File: src/verilog/fbcmc_pkg.sv
package fbcmc_pkg;

  // ****************************************************************
  // Clock and pin timing.
  // ****************************************************************
  localparam int CLK_NS = 50;
  localparam int T_WP_NS = 35;
  localparam int T_ACC_NS = 70;
  localparam logic [3:0] WP_CYC = 4'((T_WP_NS + CLK_NS - 1) / CLK_NS);
  localparam logic [3:0] ACC_CYC = 4'((T_ACC_NS + CLK_NS - 1) / CLK_NS);

  // ****************************************************************
  // Flash bus shape and command words.
  // ****************************************************************
  localparam int ADDR_W = 21;
  localparam int DATA_W = 16;
  localparam int BANKS = 4;
  localparam int BANK_LSB = 19;
  localparam int TIMEOUT_BIT = 5;
  localparam logic [20:0] UNLOCK1_ADDR = 21'h000555;
  localparam logic [20:0] UNLOCK2_ADDR = 21'h0002AA;
  localparam logic [20:0] QUERY_ADDR = 21'h000055;
  localparam logic [15:0] CMD_UNLOCK1 = 16'h00AA;
  localparam logic [15:0] CMD_UNLOCK2 = 16'h0055;
  localparam logic [15:0] CMD_RESET = 16'h00F0;
  localparam logic [15:0] CMD_AUTOSEL = 16'h0090;
  localparam logic [15:0] CMD_SEC_ENTER = 16'h0088;
  localparam logic [15:0] CMD_SEC_EXIT1 = 16'h0090;
  localparam logic [15:0] CMD_SEC_EXIT2 = 16'h0000;
  localparam logic [15:0] CMD_QUERY = 16'h0098;

  // ****************************************************************
  // Query table of the device, word addresses and fixed contents.
  // ****************************************************************
  localparam logic [20:0] Q_BANK_SECTOR_COUNT_SUMMARY = 21'h00004A;
  localparam logic [20:0] Q_BURST_MODE_SUPPORT = 21'h00004B;
  localparam logic [20:0] Q_PAGE_MODE_SUPPORT = 21'h00004C;
  localparam logic [20:0] Q_ACCEL_SUPPLY_MIN = 21'h00004D;
  localparam logic [20:0] Q_ACCEL_SUPPLY_MAX = 21'h00004E;
  localparam logic [20:0] Q_BOOT_LOCATION_FLAG = 21'h00004F;
  localparam logic [20:0] Q_PROGRAM_SUSPEND_SUPPORT = 21'h000050;
  localparam logic [20:0] Q_BANK_ORGANIZATION = 21'h000057;
  localparam logic [20:0] Q_BANK1_SECTOR_COUNT = 21'h000058;
  localparam logic [20:0] Q_BANK2_SECTOR_COUNT = 21'h000059;
  localparam logic [20:0] Q_BANK3_SECTOR_COUNT = 21'h00005A;
  localparam logic [20:0] Q_BANK4_SECTOR_COUNT = 21'h00005B;
  localparam logic [15:0] QV_BURST_NONE = 16'h0000;
  localparam logic [15:0] QV_PAGE_NONE = 16'h0000;
  localparam logic [15:0] QV_PAGE_FOUR = 16'h0001;
  localparam logic [15:0] QV_PAGE_EIGHT = 16'h0002;
  localparam logic [15:0] QV_ACCEL_MIN = 16'h0085;
  localparam logic [15:0] QV_ACCEL_MAX = 16'h0095;
  localparam logic [15:0] QV_BOOT_BOTTOM = 16'h0002;
  localparam logic [15:0] QV_BOOT_TOP = 16'h0003;
  localparam logic [15:0] QV_PROG_SUSPEND = 16'h0001;

  // ****************************************************************
  // Software register map and fields.
  // ****************************************************************
  localparam logic [3:0] REG_CTRL = 4'h0;
  localparam logic [3:0] REG_ADDR = 4'h1;
  localparam logic [3:0] REG_WDATA = 4'h2;
  localparam logic [3:0] REG_STATUS = 4'h3;
  localparam logic [3:0] REG_RDATA = 4'h4;
  localparam int CTRL_OP_LSB = 0;
  localparam int CTRL_POLL_BIT = 3;
  localparam int ST_BUSY_BIT = 0;
  localparam int ST_TIMEOUT_BIT = 1;
  localparam int ST_REFUSED_BIT = 2;
  localparam int ST_SECURED_BIT = 3;
  localparam int ST_MODES_LSB = 8;
  localparam logic [7:0] MODES_RESET = 8'h00;

  typedef enum logic [2:0] {
    OP_READ = 3'h0,
    OP_WRITE = 3'h1,
    OP_RESET = 3'h2,
    OP_AUTOSEL = 3'h3,
    OP_SEC_ENTER = 3'h4,
    OP_SEC_EXIT = 3'h5,
    OP_QUERY = 3'h6
  } fbcmc_op_e;

  typedef enum logic [1:0] {
    BM_READ = 2'h0,
    BM_AUTOSEL = 2'h1,
    BM_QUERY = 2'h2
  } fbcmc_mode_e;

  typedef enum logic [4:0] {
    ST_IDLE = 5'h01,
    ST_SETUP = 5'h02,
    ST_STROBE = 5'h04,
    ST_HOLD = 5'h08,
    ST_GAP = 5'h10
  } fbcmc_state_e;

  typedef struct packed {
    logic ce_n;
    logic we_n;
    logic oe_n;
    logic dq_oe;
    logic [20:0] addr;
    logic [15:0] dq;
  } fbcmc_pins_s;

  typedef struct packed {
    logic last;
    logic rd;
    logic [20:0] addr;
    logic [15:0] data;
  } fbcmc_step_s;

endpackage

File: src/verilog/fbcmc_host.sv
// Functional notes
// - Autoselect only from read mode, never while another bank is busy.
// - Autoselect is two unlock writes then the bank address with the command.
// - Protection queries present both bank and sector address fields.
// - Three writes enter the secured region; four writes leave it.
// - Query mode is command 98h at address 55h in word mode.
// - A write cycle has select and write strobe low with output strobe high.
module fbcmc_host (
  input wire logic core_clk_i,
  input wire logic reset_i,
  input wire logic [3:0] sw_addr_i,
  input wire logic [31:0] sw_wdata_i,
  input wire logic sw_wr_i,
  input wire logic sw_rd_i,
  output logic [31:0] sw_rdata_o,
  input wire logic [15:0] flash_dq_i,
  output fbcmc_pkg::fbcmc_pins_s flash_o
);

  // ****************************************************************
  // State.
  // ****************************************************************
  localparam int RESET_LAT = 8;

  fbcmc_pkg::fbcmc_state_e state;
  fbcmc_pkg::fbcmc_state_e next_state;
  fbcmc_pkg::fbcmc_op_e op_q;
  fbcmc_pkg::fbcmc_op_e launch_op;
  fbcmc_pkg::fbcmc_step_s cur;
  fbcmc_pkg::fbcmc_step_s rom_step;
  fbcmc_pkg::fbcmc_step_s pin_step;
  fbcmc_pkg::fbcmc_pins_s next_pins;
  logic [1:0] step;
  logic [1:0] next_step;
  logic [20:0] addr_q;
  logic [15:0] wdata_q;
  logic [15:0] rdata_q;
  logic poll_q;
  logic [7:0] modes;
  logic secured;
  logic timeout_flag;
  logic pending_reset;
  logic refused;
  logic busy;
  logic ctrl_wr;
  logic ctrl_refuse;
  logic ctrl_go;
  logic launch;
  logic tmr_done;
  logic sample;
  logic finish;
  logic timeout_hit;
  logic clr_timeout;
  logic in_cycle;
  logic [1:0] bank_sel;
  logic [1:0] sel_mode;
  fbcmc_pkg::fbcmc_op_e ctrl_op;
  logic [31:0] status_word;
  logic [31:0] next_rdata;

  // ****************************************************************
  // Decode of software requests.
  // ****************************************************************

  // A pending automatic reset counts as busy, so no new order can slip in before it.
  assign busy = (state != fbcmc_pkg::ST_IDLE) || pending_reset;
  assign ctrl_wr = sw_wr_i && (sw_addr_i == fbcmc_pkg::REG_CTRL);
  assign ctrl_op = fbcmc_pkg::fbcmc_op_e'(sw_wdata_i[fbcmc_pkg::CTRL_OP_LSB +: 3]);
  assign bank_sel = addr_q[fbcmc_pkg::BANK_LSB +: 2];
  assign sel_mode = modes[2*bank_sel +: 2];
  assign ctrl_refuse = busy || (ctrl_op > fbcmc_pkg::OP_QUERY)
    || ((ctrl_op == fbcmc_pkg::OP_AUTOSEL) && (sel_mode != fbcmc_pkg::BM_READ))
    || ((ctrl_op == fbcmc_pkg::OP_SEC_ENTER) && secured)
    || ((ctrl_op == fbcmc_pkg::OP_SEC_EXIT) && !secured)
    || ((ctrl_op == fbcmc_pkg::OP_QUERY) && (sel_mode == fbcmc_pkg::BM_QUERY));
  assign ctrl_go = ctrl_wr && !ctrl_refuse;
  assign launch = (state == fbcmc_pkg::ST_IDLE) && (pending_reset || ctrl_go);
  // The automatic reset outranks a software order, though orders are refused while it is pending.
  assign launch_op = pending_reset ? fbcmc_pkg::OP_RESET : ctrl_op;
  assign clr_timeout = sw_wr_i && (sw_addr_i == fbcmc_pkg::REG_STATUS)
    && sw_wdata_i[fbcmc_pkg::ST_TIMEOUT_BIT];

  // ****************************************************************
  // Bus cycle sequencer.
  // ****************************************************************

  // The step index feeds the table one cycle ahead so the pins leave flip-flops.
  assign next_step = (state == fbcmc_pkg::ST_IDLE) ? 2'h0 :
                     (state == fbcmc_pkg::ST_GAP) ? step + 2'h1 : step;

  fbcmc_seq_rom u_rom (
    .op_i(launch ? launch_op : op_q),
    .step_i(next_step),
    .user_addr_i(addr_q),
    .user_data_i(wdata_q),
    .step_o(rom_step)
  );

  fbcmc_pulse_timer #(.W(4)) u_timer (
    .core_clk_i(core_clk_i),
    .reset_i(reset_i),
    .load_i(state == fbcmc_pkg::ST_SETUP),
    .load_val_i(cur.rd ? fbcmc_pkg::ACC_CYC : fbcmc_pkg::WP_CYC),
    .done_o(tmr_done)
  );

  // Each cycle walks setup, strobe, hold and gap, so the select rises one cycle after the write
  // strobe and the flash latches data on the strobe's rising edge.
  always_comb begin
    next_state = state;
    case (state)
      fbcmc_pkg::ST_IDLE: if (launch) begin
        next_state = fbcmc_pkg::ST_SETUP;
      end
      fbcmc_pkg::ST_SETUP: next_state = fbcmc_pkg::ST_STROBE;
      fbcmc_pkg::ST_STROBE: if (tmr_done) begin
        next_state = fbcmc_pkg::ST_HOLD;
      end
      fbcmc_pkg::ST_HOLD: next_state = fbcmc_pkg::ST_GAP;
      fbcmc_pkg::ST_GAP: next_state = cur.last ? fbcmc_pkg::ST_IDLE : fbcmc_pkg::ST_SETUP;
      default: next_state = fbcmc_pkg::ST_IDLE;
    endcase
  end

  // Pin levels follow the next state; output strobe stays high on every write cycle.
  assign pin_step = (next_state == fbcmc_pkg::ST_SETUP) ? rom_step : cur;
  assign in_cycle = (next_state == fbcmc_pkg::ST_SETUP) || (next_state == fbcmc_pkg::ST_STROBE)
    || (next_state == fbcmc_pkg::ST_HOLD);
  assign next_pins.ce_n = !in_cycle;
  assign next_pins.we_n = !((next_state == fbcmc_pkg::ST_STROBE) && !pin_step.rd);
  assign next_pins.oe_n = !(in_cycle && pin_step.rd);
  assign next_pins.dq_oe = in_cycle && !pin_step.rd;
  assign next_pins.addr = pin_step.addr;
  assign next_pins.dq = pin_step.data;

  assign sample = (state == fbcmc_pkg::ST_STROBE) && tmr_done && cur.rd;
  assign timeout_hit = sample && poll_q && flash_dq_i[fbcmc_pkg::TIMEOUT_BIT];
  assign finish = (state == fbcmc_pkg::ST_GAP) && cur.last;

  always_ff @(posedge core_clk_i or posedge reset_i) begin
    if (reset_i) begin
      state <= fbcmc_pkg::ST_IDLE;
      step <= 2'h0;
      cur <= '0;
      op_q <= fbcmc_pkg::OP_READ;
      flash_o <= {1'b1, 1'b1, 1'b1, 1'b0, 21'h000000, 16'h0000};
    end else begin
      state <= next_state;
      step <= next_step;
      flash_o <= next_pins;
      if (next_state == fbcmc_pkg::ST_SETUP) begin
        cur <= rom_step;
      end
      if (launch) begin
        op_q <= launch_op;
      end
    end
  end

  // ****************************************************************
  // Mode mirror and flags.
  // ****************************************************************

  // The mirror starts in read mode for every bank, as the flash does after power-up.
  always_ff @(posedge core_clk_i or posedge reset_i) begin
    if (reset_i) begin
      modes <= fbcmc_pkg::MODES_RESET;
      secured <= 1'b0;
    end else if (finish) begin
      case (op_q)
        fbcmc_pkg::OP_RESET: modes <= fbcmc_pkg::MODES_RESET;
        fbcmc_pkg::OP_AUTOSEL: modes[2*bank_sel +: 2] <= fbcmc_pkg::BM_AUTOSEL;
        fbcmc_pkg::OP_QUERY: modes <= {fbcmc_pkg::BANKS{fbcmc_pkg::BM_QUERY}};
        fbcmc_pkg::OP_SEC_ENTER: secured <= 1'b1;
        fbcmc_pkg::OP_SEC_EXIT: secured <= 1'b0;
        default: secured <= secured;
      endcase
    end
  end

  // A timeout seen on a poll arms one reset; the hit wins over a clear in the same cycle.
  always_ff @(posedge core_clk_i or posedge reset_i) begin
    if (reset_i) begin
      timeout_flag <= 1'b0;
      pending_reset <= 1'b0;
      refused <= 1'b0;
    end else begin
      timeout_flag <= timeout_hit || (timeout_flag && !clr_timeout);
      pending_reset <= timeout_hit || (pending_reset && !launch);
      if (ctrl_wr) begin
        refused <= ctrl_refuse;
      end
    end
  end

  // ****************************************************************
  // Software registers.
  // ****************************************************************
  assign status_word = {16'h0000, modes, 4'h0, secured, refused, timeout_flag, busy};
  assign next_rdata =
    (sw_addr_i == fbcmc_pkg::REG_CTRL) ? {28'h0000000, poll_q, op_q} :
    (sw_addr_i == fbcmc_pkg::REG_ADDR) ? {11'h000, addr_q} :
    (sw_addr_i == fbcmc_pkg::REG_WDATA) ? {16'h0000, wdata_q} :
    (sw_addr_i == fbcmc_pkg::REG_STATUS) ? status_word :
    (sw_addr_i == fbcmc_pkg::REG_RDATA) ? {16'h0000, rdata_q} : 32'h00000000;

  // Address and data stay frozen while a sequence runs, since the table reads them live.
  always_ff @(posedge core_clk_i or posedge reset_i) begin
    if (reset_i) begin
      addr_q <= 21'h000000;
      wdata_q <= 16'h0000;
      rdata_q <= 16'h0000;
      poll_q <= 1'b0;
      sw_rdata_o <= 32'h00000000;
    end else begin
      if (sw_wr_i && !busy && (sw_addr_i == fbcmc_pkg::REG_ADDR)) begin
        addr_q <= sw_wdata_i[20:0];
      end
      if (sw_wr_i && !busy && (sw_addr_i == fbcmc_pkg::REG_WDATA)) begin
        wdata_q <= sw_wdata_i[15:0];
      end
      if (ctrl_go) begin
        poll_q <= sw_wdata_i[fbcmc_pkg::CTRL_POLL_BIT];
      end
      if (sample) begin
        rdata_q <= flash_dq_i;
      end
      sw_rdata_o <= sw_rd_i ? next_rdata : 32'h00000000;
    end
  end

  // ****************************************************************
  // Checks.
  // ****************************************************************
  write_strobe_a: assert property (@(posedge core_clk_i) disable iff (reset_i)
    !flash_o.we_n |-> (flash_o.oe_n && !flash_o.ce_n))
    else $error("write strobe low without select or with output strobe");
  data_hold_a: assert property (@(posedge core_clk_i) disable iff (reset_i)
    $rose(flash_o.we_n) |-> (flash_o.dq_oe && !flash_o.ce_n && $stable(flash_o.dq)))
    else $error("data not held across write strobe rise");
  addr_setup_a: assert property (@(posedge core_clk_i) disable iff (reset_i)
    $fell(flash_o.we_n) |-> ($stable(flash_o.addr) && $past(!flash_o.ce_n)))
    else $error("address not set up before write strobe fall");
  reset_read_a: assert property (@(posedge core_clk_i) disable iff (reset_i)
    (finish && (op_q == fbcmc_pkg::OP_RESET)) |=> (modes == fbcmc_pkg::MODES_RESET))
    else $error("reset did not return banks to read mode");
  autosel_entry_a: assert property (@(posedge core_clk_i) disable iff (reset_i)
    (finish && (op_q == fbcmc_pkg::OP_AUTOSEL)) |=>
    (sel_mode == fbcmc_pkg::BM_AUTOSEL) && $past(flash_o.dq == fbcmc_pkg::CMD_AUTOSEL, 3))
    else $error("autoselect entry did not mark bank");
  autosel_refuse_a: assert property (@(posedge core_clk_i) disable iff (reset_i)
    (ctrl_wr && !busy && (ctrl_op == fbcmc_pkg::OP_AUTOSEL) && (sel_mode != fbcmc_pkg::BM_READ))
    |=> (refused && (state == fbcmc_pkg::ST_IDLE)))
    else $error("autoselect launched outside read mode");
  query_cycle_a: assert property (@(posedge core_clk_i) disable iff (reset_i)
    ($fell(flash_o.we_n) && (op_q == fbcmc_pkg::OP_QUERY)) |->
    ((flash_o.addr == fbcmc_pkg::QUERY_ADDR) && (flash_o.dq == fbcmc_pkg::CMD_QUERY)))
    else $error("query command on wrong address or data");
  timeout_reset_a: assert property (@(posedge core_clk_i) disable iff (reset_i)
    timeout_hit |-> ##[1:RESET_LAT] (!flash_o.we_n && (flash_o.dq == fbcmc_pkg::CMD_RESET)))
    else $error("no reset written after timeout flag");
  secured_exit_a: assert property (@(posedge core_clk_i) disable iff (reset_i)
    (finish && (op_q == fbcmc_pkg::OP_SEC_EXIT)) |=> !secured ##1 !secured)
    else $error("secured region not left after exit sequence");

endmodule

File: src/verilog/fbcmc_pulse_timer.sv
module fbcmc_pulse_timer #(
  parameter int W = 4
) (
  input wire logic core_clk_i,
  input wire logic reset_i,
  input wire logic load_i,
  input wire logic [W-1:0] load_val_i,
  output logic done_o
);

  logic [W-1:0] cnt;

  // The count is loaded one less than the pulse length so that the strobe lasts exactly N cycles.
  always_ff @(posedge core_clk_i or posedge reset_i) begin
    if (reset_i) begin
      cnt <= '0;
    end else if (load_i) begin
      cnt <= load_val_i - W'(1);
    end else if (cnt != '0) begin
      cnt <= cnt - W'(1);
    end
  end

  assign done_o = (cnt == '0);

endmodule

File: src/verilog/fbcmc_seq_rom.sv
module fbcmc_seq_rom (
  input wire fbcmc_pkg::fbcmc_op_e op_i,
  input wire logic [1:0] step_i,
  input wire logic [20:0] user_addr_i,
  input wire logic [15:0] user_data_i,
  output fbcmc_pkg::fbcmc_step_s step_o
);

  logic [20:0] bank_cmd_addr;
  fbcmc_pkg::fbcmc_step_s unlock1;
  fbcmc_pkg::fbcmc_step_s unlock2;

  // The command cycle of the autoselect sequence carries the bank field of the user address.
  assign bank_cmd_addr = {user_addr_i[20:fbcmc_pkg::BANK_LSB],
                          fbcmc_pkg::UNLOCK1_ADDR[fbcmc_pkg::BANK_LSB-1:0]};
  assign unlock1 = {1'b0, 1'b0, fbcmc_pkg::UNLOCK1_ADDR, fbcmc_pkg::CMD_UNLOCK1};
  assign unlock2 = {1'b0, 1'b0, fbcmc_pkg::UNLOCK2_ADDR, fbcmc_pkg::CMD_UNLOCK2};

  // One bus cycle per step; the last flag ends the sequence.
  always_comb begin
    step_o = {1'b1, 1'b1, user_addr_i, user_data_i};
    case (op_i)
      fbcmc_pkg::OP_READ: step_o = {1'b1, 1'b1, user_addr_i, user_data_i};
      fbcmc_pkg::OP_WRITE: step_o = {1'b1, 1'b0, user_addr_i, user_data_i};
      fbcmc_pkg::OP_RESET: step_o = {1'b1, 1'b0, user_addr_i, fbcmc_pkg::CMD_RESET};
      fbcmc_pkg::OP_QUERY: begin
        step_o = {1'b1, 1'b0, fbcmc_pkg::QUERY_ADDR, fbcmc_pkg::CMD_QUERY};
      end
      fbcmc_pkg::OP_AUTOSEL: begin
        case (step_i)
          2'h0: step_o = unlock1;
          2'h1: step_o = unlock2;
          default: step_o = {1'b1, 1'b0, bank_cmd_addr, fbcmc_pkg::CMD_AUTOSEL};
        endcase
      end
      fbcmc_pkg::OP_SEC_ENTER: begin
        case (step_i)
          2'h0: step_o = unlock1;
          2'h1: step_o = unlock2;
          default: step_o = {1'b1, 1'b0, fbcmc_pkg::UNLOCK1_ADDR, fbcmc_pkg::CMD_SEC_ENTER};
        endcase
      end
      fbcmc_pkg::OP_SEC_EXIT: begin
        case (step_i)
          2'h0: step_o = unlock1;
          2'h1: step_o = unlock2;
          2'h2: step_o = {1'b0, 1'b0, fbcmc_pkg::UNLOCK1_ADDR, fbcmc_pkg::CMD_SEC_EXIT1};
          default: step_o = {1'b1, 1'b0, user_addr_i, fbcmc_pkg::CMD_SEC_EXIT2};
        endcase
      end
      default: step_o = {1'b1, 1'b1, user_addr_i, user_data_i};
    endcase
  end

endmodule
File: config.mk
export PLATFORM = sky130hd
export DESIGN_NAME = fbcmc_host
export DESIGN_NICKNAME = d
export VERILOG_FILES = /design/src/verilog/fbcmc_pkg.sv /design/src/verilog/fbcmc_host.sv /design/src/verilog/fbcmc_pulse_timer.sv /design/src/verilog/fbcmc_seq_rom.sv
export SDC_FILE = /design/constraint.sdc
export NUM_CORES = 1
export LEC_CHECK = 0
export BUFFER_PORTS_ARGS = -buffer_cell sky130_fd_sc_hd__clkbuf_2
export CAP_MARGIN = 25
export CORE_ASPECT_RATIO = 0.6
export CORE_UTILIZATION = 50
export CTS_CLUSTER_SIZE = 16
export DETAILED_ROUTE_END_ITERATION = 8
export HOLD_SLACK_MARGIN = 0.06
export PLACE_DENSITY = 0.76
export SLEW_MARGIN = 15
export SYNTH_ARGS = -nofsm -noshare
export SYNTH_HDL_FRONTEND = slang
export SYNTH_SLANG_ARGS = --single-unit
File: constraint.sdc
create_clock -name core_clk_i -period 4.7 [get_ports core_clk_i]
set_input_delay 1.175 -clock core_clk_i [delete_from_list [all_inputs] [get_ports core_clk_i]]
set_output_delay 1.175 -clock core_clk_i [all_outputs]
set_load 0.005 [all_outputs]
==> impl_metrics.csv, run 1 <==
group,metric,value,unit
timing,slew_viol_final,0,
placement,place_congestion,0.975,
power_and_ir_drop,leakagePower,3.74,nW
synthesis,synth_edf_count,0,
power_and_ir_drop,power_density,533,mW/mm^2
route,wirelength,18.4,mm
worst_setup_path,endpoint_kind,"flop",
timing,max_freq,279,MHz
cells_and_area,area_growth,15.1,%
global_routing,grt_use_total,0.275,
cells_and_area,nets,760,
timing,finClkSkew,0.00931,ns
power_and_ir_drop,max-vdd-ir-drop,0.254,mV
status,outcome,"completed",
route,drt-initial-drc-count,597,
clocking,cts-root-buf,"clkbuf_16",
global_routing,grt_max_degree,145,
global_routing,grt_pass1_vias,5228,
route,drtAntennaViolNets,0,
clocking,post-cts-setup-buffers,0,
die,io_pins,129,
placement,place_area,0.00737,mm^2
cells_and_area,fill_cells,1057,
die,chipWidth,154,um
die,start_util,0.526,
timing,worst_pin_slew,0.959,ns
die,coreArea,0.0132,mm^2
power_and_ir_drop,power,4.27,mW
cells_and_area,final_cell_mix,"dfrtp_1, clkbuf_2, nand2_1",
placement,hpwl,13.1,mm
run,cap_violations,0,
die,die_y,93.3,um
synthesis,synthesis.area,0.00695,mm^2
worst_setup_path,crit_type,"flop to flop",
worst_setup_path,slowest_stage,"mux4_2",
timing,period_share,0.761,
route,wl_per_cell,21.0,um
worst_setup_path,path_cells,"mux4_2 > or4b_4 > a41oi_2 > o21ba_1 > inv_2 > o311ai_1 > o31a_1 > o22a_1",
min_path,hold_path_class,"flop to flop",
worst_setup_path,max_stage_delay,0.60,ns
synthesis,yosys_warnings,0,
worst_setup_path,start_kind,"flop",
clocking,htreeDepth,4,
clocking,tritoncts,"done",
cells_and_area,final_common_cell,"dfrtp_1",
clocking,post_cts_resized,0,
die,rows,32,
die,die_area,0.0144,mm^2
synthesis,ys_seq_area_frac,0.519,
synthesis,synth_cells,625,
worst_setup_path,path_max_fanout,15,
global_routing,antenna_found_initial,0,
route,via_count,5391,
route,drt_first_pass_iters,6,
timing,finalSetupViolations,0,
cells_and_area,final_cell_area,0.00800,mm^2
worst_setup_path,cp.required,5.06,ns
route,vias_per_cell,6.13,
cells_and_area,drive_gt1_frac,0.328,
synthesis,synthFlopType,"dfrtp_1",
timing,slew_headroom,0.359,
clocking,clk_path_buf_depth,2,
synthesis,avgSynthCellArea,11.1,um^2
timing,hold_viol_final,0,
cells_and_area,n_antenna_cell,0,
timing,tns,0,ns
global_routing,overflow,0,
global_routing,grt_pass1_wl,29.5,mm
timing,grt_setup_unrepaired,"no",
clocking,cts_sinks,144,
worst_setup_path,cp_data_arrival_time,3.94,ns
placement,port_buffers,106,
synthesis,ys_ff_latch,144,
clocking,cts_made_buffers,17,
synthesis,synth_cell_types,77,
clocking,clkTransAtPathRegs,0.07,ns
clocking,ctsHoldBuffers,0,
clocking,clk_latency,0.42,ns
timing,min_period,3.58,ns
synthesis,synthArstFlopShare,1.00,
route,remaining_drc_errors,0,
stage by stage:
stage / instances / setup WS, ns / hold WS (ns) / util
after global routing: 880 / 0.858 / 0.499 / 0.606
after global placement: 847 / 0.880 / 0.464 / 0.556
after floorplan: 635 / 1.27 / 0.449 / -
after detailed placement: 848 / 0.830 / 0.472 / 0.558
after CTS: 880 / 1.15 / 0.487 / 0.606
final: 880 / 1.12 / 0.486 / 0.606
cell usage after synthesis (8+ instances only):
master | number | area share
dfrtp_1 | 140 | 0.50
nand2_1 | 53 | 0.029
mux2_2 | 50 | 0.081
buf_4 | 48 | 0.052
nor2_1 | 45 | 0.024
o21ai_0 | 35 | 0.025
clkbuf_1 | 20 | 0.011
a21oi_1 | 19 | 0.014
inv_1 | 19 | 0.010
a31oi_1 | 16 | 0.014
a222oi_1 | 15 | 0.022
a22o_1 | 10 | 0.013
and3_1 | 8 | 0.0072
nand2b_1 | 8 | 0.0072
nor3_1 | 8 | 0.0058
flip-flops by register name (all words and copies together) (netlist names), 2 cells and up:
register / cells
addr_q: 21
cur: 39
flash_o: 4
modes: 8
op_q: 3
rdata_q: 16
state: 5
step: 2
sw_rdata_o: 21
u_timer.cnt: 4
wdata_q: 16
final cells by class:
cell class	count	area (um^2)	area share
inverters	23	95.1	0.0119
flip-flops and latches	144	3610	0.451
clock buffers	17	425	0.0531
well taps	170	213	0.0266
repair buffers	116	626	0.0782
multi-input cells	395	2830	0.353
clock inverters	15	211	0.0264
routing by layer:
layer | vias up | GRT usage | routed length, um
met2 | 335 | 0.368 | 7480
li1 | 2376 | - | -
met1 | 2658 | 0.408 | 8530
met3 | 22 | 0.106 | 2250
met4 | 0 | 0.0742 | 189
met5 | - | 0 | 0
power breakdown:
part           internal (mW)  switching, mW  leakage, nW
sequential              1.52          0.270         1.83
clock                  0.868          0.597        0.313
combinational          0.448          0.559         1.60
critical path, delay by kind of cell, from the launching register on:
kind | cells | cell delay (ns)
and+or+nand+nor | 1 | 0.59
DFF | 1 | 0.56
muxes | 1 | 0.60
AOI/OAI and AO/OA | 5 | 1.46
buffers and inverters | 1 | 0.30
final timing paths:
kind	startpoint	to	slack, ns	cells after the start
min in group asynchronous	reset_i	addr_q[1]	0.83	3
min reg2reg	cur[14]	cur[14]	0.49	2
min	cur[14]	cur[14]	0.49	2
max reg2reg	addr_q[19]	cur[20]	1.12	8
max in group asynchronous	reset_i	pending_reset	3.11	3
max	addr_q[19]	cur[20]	1.12	8
logic make-up after synthesis:
| logic type | Yosys count | share of synthesized area |
|---|---|---|
| AOI/OAI and AO/OA | 154 | 0.167 |
| xor gates and xnor gates | 6 | 0.00756 |
| adders and majority gates | 7 | 0.0126 |
| buffers and inverters | 96 | 0.0819 |
| DFF | 144 | 0.519 |
| muxes | 53 | 0.0891 |
| other | 1 | 0.000539 |
| and+or+nand+nor | 164 | 0.122 |
No activity file was read; power rests on OpenSTA's default activity.
==> run 2, diff against run 1 <==
- PLACE_DENSITY: 0.76 -> 0.73
- clock period: 4.7 -> 3.3 ns (I/O delays scaled with it)
==> run 2 against run 1 <==
  * Clock power grew 40%
  * Utilization grew 1.3 points
  * Combinational power grew 52%
  * Die area is the same
==> impl_metrics.csv, run 2 (synthesized netlist as in run 1, its figures left out) <==
group,metric,value,unit
worst_setup_path,start_kind,"flop",
placement,place_congestion,1.01,
cells_and_area,nets,781,
route,route.met2.wl,7.58,mm
timing,slew_headroom,0.403,
power_and_ir_drop,p_int,4.11,mW
die,coreArea,0.0132,mm^2
power_and_ir_drop,power,6.13,mW
power_and_ir_drop,swShare,0.330,
global_routing,grt_pass1_wl,29.5,mm
timing,grt_setup_unrepaired,"no",
timing,min_period,3.16,ns
run,cap_violations,0,
timing,hold_viol_final,0,
global_routing,grt_use_total,0.273,
clocking,clk_path_buf_depth,2,
worst_setup_path,max_stage_delay,0.58,ns
cells_and_area,final_cell_mix,"dfrtp_1, clkbuf_2, nand2_1",
cells_and_area,postLayoutCoreUtil,0.619,
min_path,hold_path_class,"input port to async pin",
cells_and_area,largest_reg_flops,39,
die,die_y,93.3,um
cells_and_area,multiInputGateArea,0.00283,mm^2
global_routing,overflow,0,
route,wl_met1,9.07,mm
power_and_ir_drop,power_density,750,mW/mm^2
die,io_pins,129,
route,drt-initial-drc-count,736,
worst_setup_path,crit_family,"compound AO/OA/AOI/OAI gates",
power_and_ir_drop,p_sw,2.03,mW
worst_setup_path,crit_type,"flop to flop",
clocking,htreeDepth,4,
worst_setup_path,cp_data_arrival_time,3.52,ns
timing,period_share,0.957,
route,remaining_drc_errors,0,
clocking,ctsHoldBuffers,0,
cells_and_area,area_growth,17.6,%
clocking,cts-root-buf,"clkbuf_16",
worst_setup_path,cp.depth,8,
cells_and_area,drive_gt1_frac,0.347,
timing,slew_viol_final,0,
clocking,cts_made_buffers,17,
placement,port_buffers,106,
clocking,clkTransAtPathRegs,0.06,ns
power_and_ir_drop,pwr-share-clk,0.333,
global_routing,grt_max_degree,81,
power_and_ir_drop,combPwrFrac,0.252,
cells_and_area,final_common_cell,"dfrtp_1",
power_and_ir_drop,leakagePower,3.84,nW
clocking,post-cts-setup-buffers,0,
route,wl_per_cell,20.6,um
status,outcome,"completed",
worst_setup_path,slowest_stage,"or4b_4",
timing,hold_ws,0.442,ns
route,drtAntennaViolNets,0,
placement,place_area,0.00755,mm^2
timing,worst_pin_slew,0.894,ns
power_and_ir_drop,pwr-share-seq,0.415,
worst_setup_path,endpoint_kind,"flop",
worst_setup_path,path_buf_inv,1,
cells_and_area,regArea,0.00361,mm^2
worst_setup_path,cp.required,3.66,ns
cells_and_area,largest-register,"cur",
timing,max_freq,317,MHz
route,wirelength,18.6,mm
die,start_util,0.526,
route,top_layer,"met4",
route,route.met3.wl,1.77,mm
clocking,tritoncts,"done",
clocking,clk_latency,0.43,ns
die,die_area,0.0144,mm^2
worst_setup_path,path_cells,"mux4_2 > or4b_4 > a41oi_2 > o21ba_1 > inv_2 > o311ai_1 > o31a_1 > o22a_1",
route,via_count,5497,
worst_setup_path,reg2reg_depth,8,
global_routing,grt_pass1_vias,5403,
die,rows,32,
cells_and_area,reg_top3,"cur x39, addr_q x21, sw_rdata_o x21",
route,vias_per_cell,6.10,
timing,finClkSkew,0.0148,ns
cells_and_area,final_cell_area,0.00818,mm^2
timing,finalSetupViolations,0,
die,chipWidth,154,um
route,drt_first_pass_iters,5,
cells_and_area,n_antenna_cell,0,
cells_and_area,fill_cells,1048,
clocking,cts_sinks,144,
timing,tns,0,ns
power_and_ir_drop,max-vdd-ir-drop,0.357,mV
global_routing,antenna_found_initial,0,
placement,hpwl,13.3,mm
worst_setup_path,path_max_fanout,8,
clocking,post_cts_resized,0,
run 2: final timing paths:
kind | startpoint | to | slack [ns]
setup / recovery | modes[6] | cur[18] | 0.14
hold / removal | reset_i | rdata_q[5] | 0.44
setup reg to reg | modes[6] | cur[18] | 0.14
hold reg to reg | cur[11] | cur[11] | 0.48
max in group asynchronous | reset_i | sw_rdata_o[5] | 2.06
min in group core_clk_i | cur[11] | cur[11] | 0.48
run 2: cell type report:
cell class                      count  share of cell area
Tap cell                          170              0.0260
Multi-Input combinational cell    395               0.346
Timing Repair Buffer              137              0.0995
Clock buffer                       17              0.0520
Clock inverter                     15              0.0239
Inverter                           23              0.0116
Sequential cell                   144               0.441
run 2: layer usage:
| layer | global-route usage | vias to the layer above |
|---|---|---|
| met4 | 0.0608 | 0 |
| met3 | 0.0672 | 20 |
| met2 | 0.376 | 329 |
| met5 | 0 | - |
| li1 | - | 2409 |
| met1 | 0.428 | 2739 |
run 2: through the flow:
step | worst slack (ns) | instances
floorplan | 0.223 | 635
global placement | 0.120 | 869
detailed placement | 0.0450 | 869
CTS | 0.158 | 901
global route | 0.0203 | 901
finish | 0.141 | 901
run 2: power groups by stage:
stage | Clock [mW] | Sequential (mW) | Combinational, mW
2_1_floorplan | 0 | 2.38 | 1.25
4_1_cts | 2.07 | 2.53 | 1.54
3_3_place_gp | 0 | 2.53 | 1.47
5_1_grt | 2.15 | 2.59 | 1.69
3_5_place_dp | 0 | 2.56 | 1.52
6_report | 2.04 | 2.55 | 1.54
run 2: worst register-to-register path: stages, from the launching register on:
cell and delay [ns]:
dfrtp_1 0.44, mux4_2 0.54, or4b_4 0.58, a41oi_2 0.29, o21ba_1 0.44, inv_2 0.13
o311ai_1 0.13, o31a_1 0.32, o22a_1 0.19
